`src/verilog/plsr_pkg.sv`:
```
// Package with register map, field positions, reset values and timing counts.
// Assumes a 40 MHz core clock and a 32-bit Avalon-MM register slave.
package plsr_pkg;

  // ****************************************
  // Clock and timing
  // ****************************************
  localparam int unsigned CLK_HZ          = 40000000;
  localparam int unsigned CLK_PERIOD_NS   = 25;
  localparam int unsigned RESET_MIN_US    = 1000;
  // Internal reset must last more than 1 ms: round down, plus one cycle
  localparam int unsigned RESET_CYCLES    = (RESET_MIN_US * 1000) / CLK_PERIOD_NS + 1;
  localparam int unsigned ACT_BLINK_HZ    = 10;
  localparam int unsigned COL_BLINK_HZ    = 20;
  // Half period of each blink, in cycles
  localparam int unsigned ACT_HALF_CYCLES = CLK_HZ / (2 * ACT_BLINK_HZ);
  localparam int unsigned COL_HALF_CYCLES = CLK_HZ / (2 * COL_BLINK_HZ);

  // ****************************************
  // Register offsets (byte addresses)
  // ****************************************
  localparam logic [3:0] CTRL_OFFSET   = 4'h0;
  localparam logic [3:0] STRAP_OFFSET  = 4'h4;
  localparam logic [3:0] STATUS_OFFSET = 4'h8;

  // ****************************************
  // Control register fields
  // ****************************************
  localparam int unsigned LOOPBACK_BIT   = 14;
  localparam int unsigned AUTONEG_BIT    = 12;
  localparam int unsigned POWER_DOWN_BIT = 11;
  localparam int unsigned BYPASS_BIT     = 1;
  localparam logic [31:0] CTRL_RESET     = 32'h00000000;

  // ****************************************
  // Strap status register fields
  // ****************************************
  localparam int unsigned STRAP_SPEED_LOW  = 7;
  localparam int unsigned STRAP_ACTIVITY   = 6;
  localparam int unsigned STRAP_LINK       = 5;
  localparam int unsigned STRAP_DUPLEX     = 4;
  localparam int unsigned STRAP_SPEED_HIGH = 3;

  // ****************************************
  // Status register fields
  // ****************************************
  localparam int unsigned STAT_ADV_LSB   = 0;
  localparam int unsigned STAT_PWRDN     = 4;
  localparam int unsigned STAT_RST_DONE  = 5;

endpackage
```
`src/verilog/plsr_blink.sv`:
```
// Free-running divider producing a square blink pattern.
// Assumes a single core clock; the half period is given in cycles.
`timescale 1ns/1ps
module plsr_blink #(
  parameter int unsigned HALF_CYCLES = 2
) (
  input  wire logic core_clk,
  input  wire logic nrst,
  output logic      blink
);

  localparam int unsigned CW = $clog2(HALF_CYCLES + 1);

  logic [CW-1:0] count;
  wire           wrap;
  wire  [CW-1:0] next_count;

  assign wrap       = (count == CW'(HALF_CYCLES - 1));
  assign next_count = wrap ? '0 : count + CW'(1);

  always_ff @(posedge core_clk or negedge nrst) begin
    if (!nrst) begin
      count <= '0;
      blink <= 1'b0;
    end else begin
      count <= next_count;
      if (wrap) begin
        blink <= ~blink;
      end
    end
  end

endmodule

```
`src/verilog/plsr_ctrl.sv`:
```
// LED, strap, configuration-pin, reset and power-down control of the transceiver.
// Assumes one 40 MHz clock; pins are asynchronous and synchronised here.
//
// The implementer's own choices: the Avalon-MM slave port and the register addresses.
`timescale 1ns/1ps
module plsr_ctrl #(
  parameter int unsigned RESET_CYCLES    = plsr_pkg::RESET_CYCLES,
  parameter int unsigned ACT_HALF_CYCLES = plsr_pkg::ACT_HALF_CYCLES,
  parameter int unsigned COL_HALF_CYCLES = plsr_pkg::COL_HALF_CYCLES
) (
  input  wire logic        core_clk,
  input  wire logic        nrst,
  // Avalon-MM slave
  input  wire logic [3:0]  avs_address,
  input  wire logic        avs_read,
  input  wire logic        avs_write,
  input  wire logic [31:0] avs_writedata,
  input  wire logic [3:0]  avs_byteenable,
  output logic [31:0]      avs_readdata,
  output logic             avs_waitrequest,
  // Pins and link status
  input  wire logic        resetPinN,
  input  wire logic        powerDownPin,
  input  wire logic        configPinA,
  input  wire logic        configPinB,
  input  wire logic        multifunctionStrapA,
  input  wire logic [4:0]  ledStrapIn,
  input  wire logic        speed100,
  input  wire logic        linkGood,
  input  wire logic        txActive,
  input  wire logic        rxActive,
  input  wire logic        fullDuplex,
  input  wire logic        collision,
  // Outputs
  output logic             speedLowLed,
  output logic             speedHighLed,
  output logic             activityLed,
  output logic             linkLed,
  output logic             duplexLed,
  output logic             ledOe,
  output logic             lineTxOe,
  output logic             miiIsolate,
  output logic             resetDone,
  output logic             autonegEnable,
  output logic             lineCodeBypass,
  output logic             loopback,
  output logic             powerDown,
  output logic [1:0]       advertiseMode
);

  // ****************************************
  // Pin synchronisers
  // ****************************************
  localparam int unsigned NSYNC = 16;

  logic [NSYNC-1:0] syncA;
  logic [NSYNC-1:0] syncB;
  wire  [NSYNC-1:0] pinsIn;

  assign pinsIn = {resetPinN, powerDownPin, configPinA, configPinB, multifunctionStrapA,
                   ledStrapIn, speed100, linkGood, txActive, rxActive, fullDuplex, collision};

  // Only the second stage feeds any logic
  always_ff @(posedge core_clk or negedge nrst) begin
    if (!nrst) begin
      syncA <= '0;
      syncB <= '0;
    end else begin
      syncA <= pinsIn;
      syncB <= syncA;
    end
  end

  wire       sResetN    = syncB[15];
  wire       sPwrPin    = syncB[14];
  wire       sCfgA      = syncB[13];
  wire       sCfgB      = syncB[12];
  wire       sMfA       = syncB[11];
  wire [4:0] sStraps    = syncB[10:6];
  wire       sSpeed100  = syncB[5];
  wire       sLinkGood  = syncB[4];
  wire       sTx        = syncB[3];
  wire       sRx        = syncB[2];
  wire       sFull      = syncB[1];
  wire       sCol       = syncB[0];

  // ****************************************
  // Reset sequencer
  // ****************************************
  typedef enum logic [1:0] {
    ST_RESET = 2'b01,
    ST_READY = 2'b10
  } plsr_state_t;

  localparam int unsigned RW = $clog2(RESET_CYCLES + 1);

  plsr_state_t   state;
  plsr_state_t   next_state;
  logic [RW-1:0] rstCount;
  wire           rstExpired;
  wire           inReset;

  assign rstExpired = (rstCount == RW'(RESET_CYCLES - 1));
  assign inReset    = (state != ST_READY);

  always_comb begin
    next_state = state;
    case (state)
      ST_RESET: begin
        if (sResetN && rstExpired) begin
          next_state = ST_READY;
        end
      end
      ST_READY: begin
        if (!sResetN) begin
          next_state = ST_RESET;
        end
      end
      default: next_state = ST_RESET;
    endcase
  end

  // Count restarts whenever the reset pin is seen low again
  // Power-up reset timer
  always_ff @(posedge core_clk or negedge nrst) begin
    if (!nrst) begin
      state    <= ST_RESET;
      rstCount <= '0;
    end else begin
      state <= next_state;
      if (!sResetN || state == ST_READY) begin
        rstCount <= '0;
      end else if (!rstExpired) begin
        rstCount <= rstCount + RW'(1);
      end
    end
  end

  // ****************************************
  // Strap capture and control register
  // ****************************************
  logic [4:0]  strapLatch;
  logic [31:0] ctrlReg;
  wire         busSel;
  wire         wrCtrl;
  wire         wrAccess;
  logic        ack;

  assign busSel   = (avs_read || avs_write) && !inReset;
  assign wrAccess = avs_write && !inReset;
  // Write lands once, on the edge where waitrequest is low
  assign wrCtrl   = wrAccess && ack && (avs_address == plsr_pkg::CTRL_OFFSET);

  function automatic logic [31:0] merge_bytes(input logic [31:0] oldV, input logic [31:0] newV,
                                              input logic [3:0] be);
    logic [31:0] r;
    r = oldV;
    for (int i = 0; i < 4; i++) begin
      if (be[i]) begin
        r[i*8 +: 8] = newV[i*8 +: 8];
      end
    end
    return r;
  endfunction

  wire [31:0] ctrlWritten = merge_bytes(ctrlReg, avs_writedata, avs_byteenable);

  // Bypass from pin A when autonegotiation is off
  wire pinBypass   = sMfA ? 1'b0 : sCfgA;
  // Loopback from pin B when autonegotiation is off
  wire pinLoopback = sMfA ? 1'b0 : sCfgB;

  always_ff @(posedge core_clk or negedge nrst) begin
    if (!nrst) begin
      strapLatch <= '0;
    end else if (inReset) begin
      strapLatch <= sStraps;
    end
  end

  always_ff @(posedge core_clk or negedge nrst) begin
    if (!nrst) begin
      ctrlReg <= plsr_pkg::CTRL_RESET;
    end else if (inReset) begin
      ctrlReg <= plsr_pkg::CTRL_RESET;
      ctrlReg[plsr_pkg::AUTONEG_BIT] <= sMfA;
      ctrlReg[plsr_pkg::BYPASS_BIT] <= pinBypass;
      ctrlReg[plsr_pkg::LOOPBACK_BIT] <= pinLoopback;
    end else if (wrCtrl) begin
      ctrlReg <= ctrlWritten;
    end
  end

  // ****************************************
  // Register read path
  // ****************************************
  wire [31:0] strapWord;
  wire [31:0] statusWord;
  wire [31:0] ctrlWord;
  wire [31:0] readMux;

  assign ctrlWord  = {17'h00000, ctrlReg[plsr_pkg::LOOPBACK_BIT], 1'b0,
                      ctrlReg[plsr_pkg::AUTONEG_BIT], ctrlReg[plsr_pkg::POWER_DOWN_BIT],
                      9'h000, ctrlReg[plsr_pkg::BYPASS_BIT], 1'b0};
  assign strapWord = {24'h000000, strapLatch, 3'h0};
  assign statusWord = {26'h0000000, resetDone, powerDown, 2'h0, advertiseMode};
  assign readMux   = (avs_address == plsr_pkg::CTRL_OFFSET)   ? ctrlWord  :
                     (avs_address == plsr_pkg::STRAP_OFFSET)  ? strapWord :
                     (avs_address == plsr_pkg::STATUS_OFFSET) ? statusWord : 32'h00000000;

  // Waitrequest drops for one cycle per access; held high while reset is in progress
  wire  next_ack = busSel && !ack;

  always_ff @(posedge core_clk or negedge nrst) begin
    if (!nrst) begin
      ack             <= 1'b0;
      avs_waitrequest <= 1'b1;
      avs_readdata    <= 32'h00000000;
    end else begin
      ack             <= next_ack;
      avs_waitrequest <= !next_ack;
      if (next_ack && avs_read) begin
        avs_readdata <= readMux;
      end
    end
  end

  // ****************************************
  // LED patterns
  // ****************************************
  wire actBlink;
  wire colBlink;

  // Dividers run free, so blink phase does not follow activity
  plsr_blink #(
    .HALF_CYCLES(ACT_HALF_CYCLES)
  ) u_act_blink (
    .core_clk (core_clk),
    .nrst     (nrst),
    .blink    (actBlink)
  );

  plsr_blink #(
    .HALF_CYCLES(COL_HALF_CYCLES)
  ) u_col_blink (
    .core_clk (core_clk),
    .nrst     (nrst),
    .blink    (colBlink)
  );

  wire active = sTx || sRx;
  wire pdNow = sPwrPin || ctrlReg[plsr_pkg::POWER_DOWN_BIT];
  wire [1:0] advNow = ctrlReg[plsr_pkg::AUTONEG_BIT] ? {sCfgB, sCfgA} : 2'b00;

  wire next_speedLowLed;
  wire next_speedHighLed;
  wire next_activityLed;
  wire next_linkLed;
  wire next_duplexLed;

  assign next_speedLowLed  = !sSpeed100;
  assign next_speedHighLed = sSpeed100;
  assign next_activityLed  = active && actBlink;
  assign next_linkLed      = sLinkGood && (active ? actBlink : 1'b1);
  assign next_duplexLed    = sFull || (sCol && colBlink);

  always_ff @(posedge core_clk or negedge nrst) begin
    if (!nrst) begin
      speedLowLed  <= 1'b0;
      speedHighLed <= 1'b0;
      activityLed  <= 1'b0;
      linkLed      <= 1'b0;
      duplexLed    <= 1'b0;
    end else begin
      speedLowLed  <= next_speedLowLed;
      speedHighLed <= next_speedHighLed;
      activityLed  <= next_activityLed;
      linkLed      <= next_linkLed;
      duplexLed    <= next_duplexLed;
    end
  end

  // ****************************************
  // Mode and power-down outputs
  // ****************************************
  wire next_outEnable;
  wire next_isolate;

  assign next_outEnable = !pdNow && !inReset;
  assign next_isolate   = pdNow || inReset;

  always_ff @(posedge core_clk or negedge nrst) begin
    if (!nrst) begin
      ledOe          <= 1'b0;
      lineTxOe       <= 1'b0;
      miiIsolate     <= 1'b1;
      powerDown      <= 1'b0;
      resetDone      <= 1'b0;
      autonegEnable  <= 1'b0;
      lineCodeBypass <= 1'b0;
      loopback       <= 1'b0;
      advertiseMode  <= 2'b00;
    end else begin
      powerDown      <= pdNow;
      ledOe          <= next_outEnable;
      lineTxOe       <= next_outEnable;
      miiIsolate     <= next_isolate;
      resetDone      <= !inReset;
      autonegEnable  <= ctrlReg[plsr_pkg::AUTONEG_BIT];
      lineCodeBypass <= ctrlReg[plsr_pkg::BYPASS_BIT];
      loopback       <= ctrlReg[plsr_pkg::LOOPBACK_BIT];
      advertiseMode  <= advNow;
    end
  end

endmodule

```
`config.mk`:
```
export PLATFORM = sky130hd
export DESIGN_NAME = plsr_ctrl
export DESIGN_NICKNAME = d
export VERILOG_FILES = /design/src/verilog/plsr_pkg.sv /design/src/verilog/plsr_blink.sv /design/src/verilog/plsr_ctrl.sv
export SDC_FILE = /design/constraint.sdc
export NUM_CORES = 1
export LEC_CHECK = 0
export BUFFER_PORTS_ARGS = -buffer_cell sky130_fd_sc_hd__clkbuf_2
export CAP_MARGIN = 20
export CELL_PAD_IN_SITES_DETAIL_PLACEMENT = 1
export CELL_PAD_IN_SITES_GLOBAL_PLACEMENT = 1
export CORE_AREA = 2 2 119 121
export DETAILED_ROUTE_END_ITERATION = 6
export DIE_AREA = 0 0 121 123
export GPL_TIMING_DRIVEN = 1
export PLACE_DENSITY_LB_ADDON = 0.1
export SYNTH_ARGS = -nofsm -noshare
export SYNTH_HDL_FRONTEND = slang
export SYNTH_SLANG_ARGS = --single-unit
```
`constraint.sdc`:
```
create_clock -name core_clk -period 1.6 [get_ports core_clk]
set_input_delay 0.24 -clock core_clk [delete_from_list [all_inputs] [get_ports core_clk]]
set_output_delay 0.24 -clock core_clk [all_outputs]
set_load 0.03 [all_outputs]
```
# Word-level counts from Yosys, hierarchy flattened
# Cells that the tools add are included.
[classes]
reduce_logical = 30
eq_ne = 11
add_sub_neg = 3
bitwise = 2
multipliers = 0
muxes = 18
div = 0
shift = 0
n_lt_le_gt_ge = 0
[ops]
columns = ["op", "count"]
rows = [
  ["$mux 15", 3],
  ["$mux 16", 2],
  ["$add 21x1->21 const B", 1],
  ["$eq 21x21->1 const B", 1],
  ["$mux 21", 1],
  ["$add 20x1->20 const B", 1],
  ["$eq 20x20->1 const B", 1],
  ["$mux 20", 1],
  ["$add 16x1->16 const B", 1],
  ["$eq 16x16->1 const B", 1],
  ["$mux 8", 2],
  ["$logic_and 1x1->1", 11],
  ["$mux 7", 1],
  ["$logic_not 1->1", 6],
  ["$logic_or 1x1->1", 6],
  ["$mux 2", 3],
  ["$mux 6", 1],
  ["$ne 2x2->1 const B", 3],
  ["$reduce_and 2->1", 3],
  ["$reduce_bool 2->1", 3],
  ["$eq 4x3->1 const B", 1],
  ["$eq 4x4->1 const B", 1],
  ["$logic_not 4->1", 1],
  ["$pmux 2 s2", 1],
  ["other kinds (5)", 8],
]
[totals]
word_cells = 91
ramBits = 0
output_inout_bits = 48
regBits = 155
rom_bits = 0
n_memories = 0
latchBits = 0
input_bits = 60

# Depth between registers and ports, before layout
# Gate-level depths: netlist of the first run.
[logic_depth]
depth_word = 7
depth_mapped = 7

# Hierarchy
# From an unflattened synthesis of the first run, not the netlist that was laid out.
[unflattened]
hier_cells = 443
hier_area_um2 = 5292.6
[modules_own_cells]
columns = ["module", "cells_each", "area_per_inst_um2", "seq_area_each_um2", "instances"]
rows = [
  ["plsr_ctrl", 245, 3170.5, 2130.8, 1],
  ["plsr_blink (u_act_blink)", 103, 1083.5, 550.5, 1],
  ["plsr_blink (u_col_blink)", 95, 1038.5, 525.5, 1],
]

# Worst setup path before layout of the first run
# Ideal clock, no wire load.
[synth_timing]
path_kind = "register to register"
from = "register u_col_blink.count[0]"
to = "register u_col_blink.blink"
arrival_ps = 1557
path_slack_ps = -103
synth_period_minus_slack_ps = 1703
path_stages_with_launch = 7
required_time_ps = 1454
path_cell_list = "dfrtp_1 ha_1 nand3_2 or2_1 buf_6 nor4_4 xor2_1"
[synth_via]
elab_chain_cells = 1
[synth_rtl]
columns = ["element", "line", "source"]
rows = [
  ["from (decl)", "plsr_blink.sv:14", "logic [CW-1:0] count;"],
  ["from (signal assigned)", "plsr_blink.sv:26", "count <= next_count;"],
  ["$eq 20x20->1", "plsr_blink.sv:18", "assign wrap = (count == CW'(HALF_CYCLES - 1));"],
  ["to (signal assigned)", "plsr_blink.sv:28", "blink <= ~blink;"],
  ["to (decl)", "plsr_blink.sv:9", "output logic blink"],
]
# Every way passes these cells.
# A chain may end at the register's enable or synchronous reset.

# Worst setup path after layout of the first run
[layout_timing]
from = "register u_col_blink.count[7]"
to = "register u_col_blink.count[11]"
[layout_via]
elab_chain_cells = 2
word_cells_on_any_way = 3
cone_classes = "add/sub: 1; eq/ne: 1; mux: 1"
[layout_rtl]
columns = ["element", "line", "source"]
rows = [
  ["$add 20x1->20 or $eq 20x20->1 (tied branches)", "plsr_blink.sv:19, plsr_blink.sv:18", ""],
  ["$mux 20 (*)", "plsr_blink.sv:19", "assign next_count = wrap ? '0 : count + CW'(1);"],
  ["net u_col_blink.next_count[11]", "plsr_blink.sv:16", "wire [CW-1:0] next_count;"],
]
# Mark *: on every way through the listed nets, which the timed path passes. The rest lies on a longest branch.

==> flow_summary.toml, run 1 <==
[clock_tree]
clkSinkCount = 128
clk_pin_slew_ps = 60
cts_buffer_depth = 2
cts_root_buf = "clkbuf_16"
clk_latency_ps = 420
numCtsBuffers = 17
cts_max_level = 4
tritoncts = "built"

[floorplan]
ioPinCount = 108
dieHeight_um = 123
rows = 43
initial_core_util = 0.3855
die-width_um = 121
die_area_um2 = 14880
coreArea_um2 = 13610

[sta]
finalHoldViolCount = 0
setup_viol = 1
fmax_ghz = 0.6148
finalCritPeriodShare = 1.017
worst_pin_slew_ps = 574.6
skew_ps = 6.703
setup_tns_ps = -26.65
relSlewSlack = 0.6160
timing.final.ws_setup_ps = -26.65
maxSlewViolCount = 0
rsz0062_at_grt = "true"
finalCriticalPeriod_ps = 1627

[synth]
ys_top_cells_by_count = "125 x dfrtp_1, 38 x nor2_1, 26 x nand2_1"
synth_most_common_cell = "dfrtp_1"
synth_top_flop_cell = "dfrtp_1"
ys_warn_count = 0
synthTopCellsByArea = "dfrtp_1 60%, xnor2_1 3.5%, buf_4 3.3%"
netlist_area_um2 = 5248
yosysTopAreaCellShare = 0.5961
async_reset_ff_frac = 1.000
ys_ff_latch = 128
yosysUniqueCellTypes = 49
post-synth-top-area-cell = "dfrtp_1"
synth-edff-count = 0
synthCells = 448
syn_avg_cell_area_um2 = 11.71
seq_area_frac_synth = 0.6111

[placement]
port_buffers = 55
hpwl_um = 7998
gp_congestion = 0.7850
dp_slack_ps = -110.2
placed_cell_area_um2 = 6062

[worst_setup_path]
startpoint_type = "register"
end_kind = "register"
r2r_start = "u_col_blink.count[7]"
r2r_cells = 4
r2r-end = "u_col_blink.count[11]"
r2r_slack_ps = -30
critPathArrivalTime_ps = 1930
cp.required_ps = 1900
path_max_fanout = 4
worstSetupPathType = "register to register"

[detailed_routing]
viasPerCell = 4.768
drt-wirelength-per-cell_um = 14.81
drt-pass1-iter-count = 4
ant_nets = 0
wl_met3_um = 420
highest_layer = "met4"
vias = 3724
wl_met1_um = 5277
drcViolationCount = 0
drtIter0Drc = 132
wl_met2_um = 5618
drt-total-wl_um = 11570

[power]
power.density_nw_per_um2 = 1047
p_total_mw = 7.345
vdd_drop_max_mv = 0.7131
p_leak_nw = 3.324

[finish]
stdcell_area_um2 = 7015
diodes = 0
nets = 652
drive_gt1_frac = 0.3211
area_growth_pct = 33.69

[run_status]
violations = "negative setup slack"
status = "finished with violations"

[global_route]
grt_pass1_vias = 4027
antenna_found_initial = 0
grt-ovfl-total = 0
grt_pass1_wl_um = 19500
grt.total_usage = 0.1705
grt_max_degree = 46

[hold_path]
hp-class = "input pin to register"
hold_start = "avs_read"
hold_depth = 2
whs_endpoint = "avs_waitrequest"

[job]
maxCapViolCount = 0
[logic make-up after synthesis]
group | Yosys count | share of synthesized area
adder cells (fa/ha/maj) | 4 | 0.009538
other | 1 | 0.0007146
AND/OR/NAND/NOR | 171 | 0.1793
multiplexers | 17 | 0.03362
XOR/XNOR | 38 | 0.06342
AO/OA/AOI/OAI | 39 | 0.04793
buffers and inverters | 50 | 0.05436
flip-flops | 128 | 0.6111
[cells in the final DEF, fill, tap and decap left out, types with 6 or more instances in the layout]
master / synthesis / layout
inv_1: 14 / 14
nand3_1: 17 / 14
xor2_1: 17 / 16
nand4_1: 18 / 18
o21ai_0: 12 / 11
nor2_1: 38 / 35
mux2i_1: 12 / 12
a21oi_1: 10 / 10
nor3_1: 14 / 14
xnor2_1: 21 / 21
clkbuf_16: 0 / 17
dfrtp_1: 125 / 122
conb_1: 1 / 22
dlygate4sd3_1: 0 / 17
a22o_1: 6 / 6
buf_4: 23 / 58
clkbuf_2: 1 / 54
nand2_1: 26 / 25
[routing by layer]
layer,GRT usage,vias up
met2,0.2707,64
met1,0.2209,1850
met4,0.07776,0
met5,0,-
li1,-,1792
met3,0.04336,18
[layout make-up]
cell class / instances / area [um2]
repair buffers: 136 / 980.9
well taps: 180 / 225.2
multi-input cells: 291 / 1973
clock buffers: 18 / 439.2
inverters: 14 / 52.55
flip-flops and latches: 128 / 3211
fillers: 1439 / 6596
clock inverters: 14 / 133.9
[state kept, by name, indices dropped and copies added, names as in the netlist, 2 cells and up]
| name | cells |
|---|---|
| rstCount | 16 |
| syncB | 16 |
| advertiseMode | 2 |
| ctrlReg | 4 |
| u_col_blink.count | 20 |
| u_act_blink.count | 21 |
| avs_readdata | 10 |
| state | 2 |
| syncA | 16 |
| strapLatch | 5 |
[critical path: stages (launching register included)]
cell     delay (ps)
dfrtp_1         410
nand4_1         210
or4_4           640
buf_6           150
xnor2_1         110
[repair_timing]
item,4_1_cts,5_1_grt
hold endpoints to repair,36,0
setup endpoints to repair,23,39
buffers inserted,2,5
gates cloned,0,0
pin swaps,4,12
hold buffers,17,0
gates resized for setup,12,26
[stage by stage]
step | util | instances | hold slack (ps)
final | 0.5154 | 781 | 64.38
after global routing | 0.5154 | 781 | 70.71
after CTS | 0.5048 | 776 | 24.69
after detailed placement | 0.4454 | 725 | 192.0
after global placement | 0.4454 | 725 | 193.0
after floorplan | - | 469 | -55.59
[worst max path at each step]
stage	start	endpoint	slack, ps	cells after the start
3_3_place_gp	u_act_blink.count[9]	u_act_blink.blink	-100	5
6_report	u_col_blink.count[7]	u_col_blink.count[11]	-30	4
4_1_cts	rstCount[0]	rstCount[14]	3	5
3_5_place_dp	u_col_blink.count[8]	u_col_blink.count[17]	-110	4
2_1_floorplan	u_col_blink.count[6]	u_col_blink.count[17]	0.8	5
5_1_grt	u_col_blink.count[7]	u_col_blink.count[15]	-80	4
[where the power goes]
group | switching (mW) | total (mW) | internal, mW | leakage [nW]
clock network | 1.48 | 3.67 | 2.19 | 0.266
logic | 0.219 | 0.331 | 0.112 | 1.42
registers | 0.0331 | 3.34 | 3.31 | 1.64
(Power assumes the default switching activity.)
==> run 2: changes to the inputs <==
--- a/config.mk
+++ b/config.mk
@@ -9,9 +9,9 @@
 export CAP_MARGIN = 20
 export CELL_PAD_IN_SITES_DETAIL_PLACEMENT = 1
 export CELL_PAD_IN_SITES_GLOBAL_PLACEMENT = 1
-export CORE_AREA = 2 2 119 121
+export CORE_AREA = 2 2 118 120
 export DETAILED_ROUTE_END_ITERATION = 6
-export DIE_AREA = 0 0 121 123
+export DIE_AREA = 0 0 120 122
 export GPL_TIMING_DRIVEN = 1
 export PLACE_DENSITY_LB_ADDON = 0.1
 export SYNTH_ARGS = -nofsm -noshare
==> constraint.sdc (replaced) <==
create_clock -name core_clk -period 1.7 [get_ports core_clk]
set_input_delay 0.255 -clock core_clk [delete_from_list [all_inputs] [get_ports core_clk]]
set_output_delay 0.255 -clock core_clk [all_outputs]
set_load 0.03 [all_outputs]
==> run 2 against run 1 <==
Effect of this change: the flow now finishes without violations; sequential power fell by 6.0%; die area fell by 1.6%; clock-buffer cell count rose by 3; via count fell by 2.1%; sequential share of layout area rose by 2.3 points; power fell by 7.3%; register-to-register slack improved by 110 ps; global-route usage fell by 0.45 points; clock skew rose by 1.4 ps; core utilization fell by 2.1 points; critical endpoint is now u_col_blink.count[18]; highest routed layer unchanged.
==> flow_summary.toml, run 2 (synthesized netlist as in run 1, its figures left out) <==
[power]
p_int_mw = 5.234
vdd_drop_max_mv = 0.8010
p_switching_mw = 1.574
comb_power_share = 0.044
power.density_nw_per_um2 = 1020
clockPowerShare = 0.494
p_leak_nw = 3.144
seqPwrFrac = 0.462
switching_share = 0.2311
p_total_mw = 6.808

[worst_setup_path]
cp_slowest_stage_delay_ps = 400
cp.required_ps = 2030
worstSetupPathType = "register to register"
worstPathCellList = "ha_2 > nand3_2 > buf_4 > nor4_2 > buf_4 > nand4_1 > a21oi_1"
path_delay_family = "simple AND/OR/NAND/NOR gates"
crit_top_cell = "buf_4"
critPathArrivalTime_ps = 1950
critical_path_buf_inv_count = 2
end_kind = "register"
path_max_fanout = 4
startpoint_type = "register"
critPathSlowestCell = "dfrtp_1"

[sta]
rsz0062_at_grt = "true"
setup_viol = 0
skew_ps = 8.125
finalHoldViolCount = 0
relSlewSlack = 0.6146
fmax_ghz = 0.6200
finalCriticalPeriod_ps = 1613
finalCritPeriodShare = 0.9488
worst_pin_slew_ps = 576.8
maxSlewViolCount = 0

[global_route]
grtUsageMet3 = 0.05197
grt_max_degree = 45
use_met2 = 0.2642
grt.total_usage = 0.1661
grt_pass1_vias = 3850
grt_pass1_wl_um = 18850
use_met1 = 0.2160
antenna_found_initial = 0
busiest_layer = "met2"
grt-ovfl-total = 0

[floorplan]
ioPinCount = 108
rows = 43
dieHeight_um = 122
die_area_um2 = 14640
coreArea_um2 = 13500
initial_core_util = 0.3886
die-width_um = 120

[finish]
largest_reg_flops = 21
layout_commonest_cell = "dfrtp_1"
reg_top3 = "u_act_blink.count x21, u_col_blink.count x20"
final_cell_mix = "121 x dfrtp_1, 54 x clkbuf_2, 38 x nor2_1"
nets = 625
drive_gt1_frac = 0.2631
stdcell_area_um2 = 6678
area_growth_pct = 27.25
diodes = 0
top_register = "u_act_blink.count"

[clock_tree]
clkSinkCount = 128
clk_pin_slew_ps = 60
cts_buffer_depth = 2
cts_root_buf = "clkbuf_16"
clk_latency_ps = 410
numCtsBuffers = 17
cts_max_level = 4
tritoncts = "built"

[hold_path]
hp-class = "input pin to register"

[detailed_routing]
drt-total-wl_um = 11110
ant_nets = 0
viasPerCell = 4.833
drtIter0Drc = 162
drt-wirelength-per-cell_um = 14.73
drcViolationCount = 0
drt-pass1-iter-count = 4
vias = 3644

[placement]
placed_cell_area_um2 = 5889
hpwl_um = 7694
gp_congestion = 0.7733
port_buffers = 55

[job]
maxCapViolCount = 0

[run_status]
status = "finished, final reports clean"
==> run 2: changes by cell type in the layout (fill, tap and decap cells not counted), moves of 3 or more <==
cell,delta
nand3_2,-3
nor2_1,+3
nand3_1,+3
buf_6,-4
clkbuf_8,+3
clkinv_4,-4
buf_4,-23
nor2_4,-3
==> run 2: timing repair <==
item | in CTS | in global routing
hold endpoints to repair | 43 | 0
setup buffers | 1 | 2
setup endpoints to repair | 1 | 16
pin swaps | 0 | 1
hold buffers | 17 | 0
resized for setup | 0 | 12
==> run 2: path summary, 6_finish.rpt <==
kind	slack [ps]	cells after the start	from	endpoint
hold / removal	60	2	avs_read	avs_waitrequest
min in group asynchronous	340	2	nrst	avs_readdata[12]
max in group asynchronous	740	3	nrst	syncB[4]
setup / recovery	90	7	u_col_blink.count[0]	u_col_blink.count[18]
hold reg to reg	350	0	syncA[11]	syncB[11]
setup reg to reg	90	7	u_col_blink.count[0]	u_col_blink.count[18]
==> run 2: metal layers <==
| layer | part of all wire | vias to the layer above |
|---|---|---|
| met5 | 0 | - |
| met4 | 0.012 | 0 |
| met3 | 0.035 | 13 |
| met2 | 0.49 | 64 |
| met1 | 0.46 | 1826 |
| li1 | - | 1741 |
==> run 2: power groups by stage <==
stage | clock (mW) | sequential, mW | combinational, mW
after detailed placement | 0 | 3.20 | 0.277
after global routing | 3.57 | 3.15 | 0.337
after global placement | 0 | 3.20 | 0.273
after CTS | 3.46 | 3.15 | 0.311
after floorplan | 0 | 3.21 | 0.142
final | 3.36 | 3.14 | 0.303
==> run 2: stage by stage <==
| step | cells | hold WS [ps] | setup WS [ps] | setup TNS [ps] | util |
|---|---|---|---|---|---|
| finish | 754 | 61.46 | 87.03 | 0 | 0.4945 |
| global route | 754 | 88.35 | -24.29 | -63.43 | 0.4945 |
| CTS | 752 | 38.48 | 6.619 | 0 | 0.4907 |
| detailed placement | 702 | 243.7 | 11.03 | 0 | 0.4361 |
| global placement | 702 | 244.7 | 39.58 | 0 | 0.4361 |
| floorplan | 469 | -40.59 | 80.86 | 0 | - |
==> run 2: layout make-up <==
| type | count | area (um2) |
|---|---|---|
| Tap cell | 180 | 225.2 |
| Clock buffer | 21 | 480.5 |
| Sequential cell | 128 | 3212 |
| Timing Repair Buffer | 109 | 763.2 |
| Fill cell | 1475 | 6827 |
| Inverter | 14 | 52.55 |
| Clock inverter | 11 | 78.83 |
| Multi-Input combinational cell | 291 | 1866 |
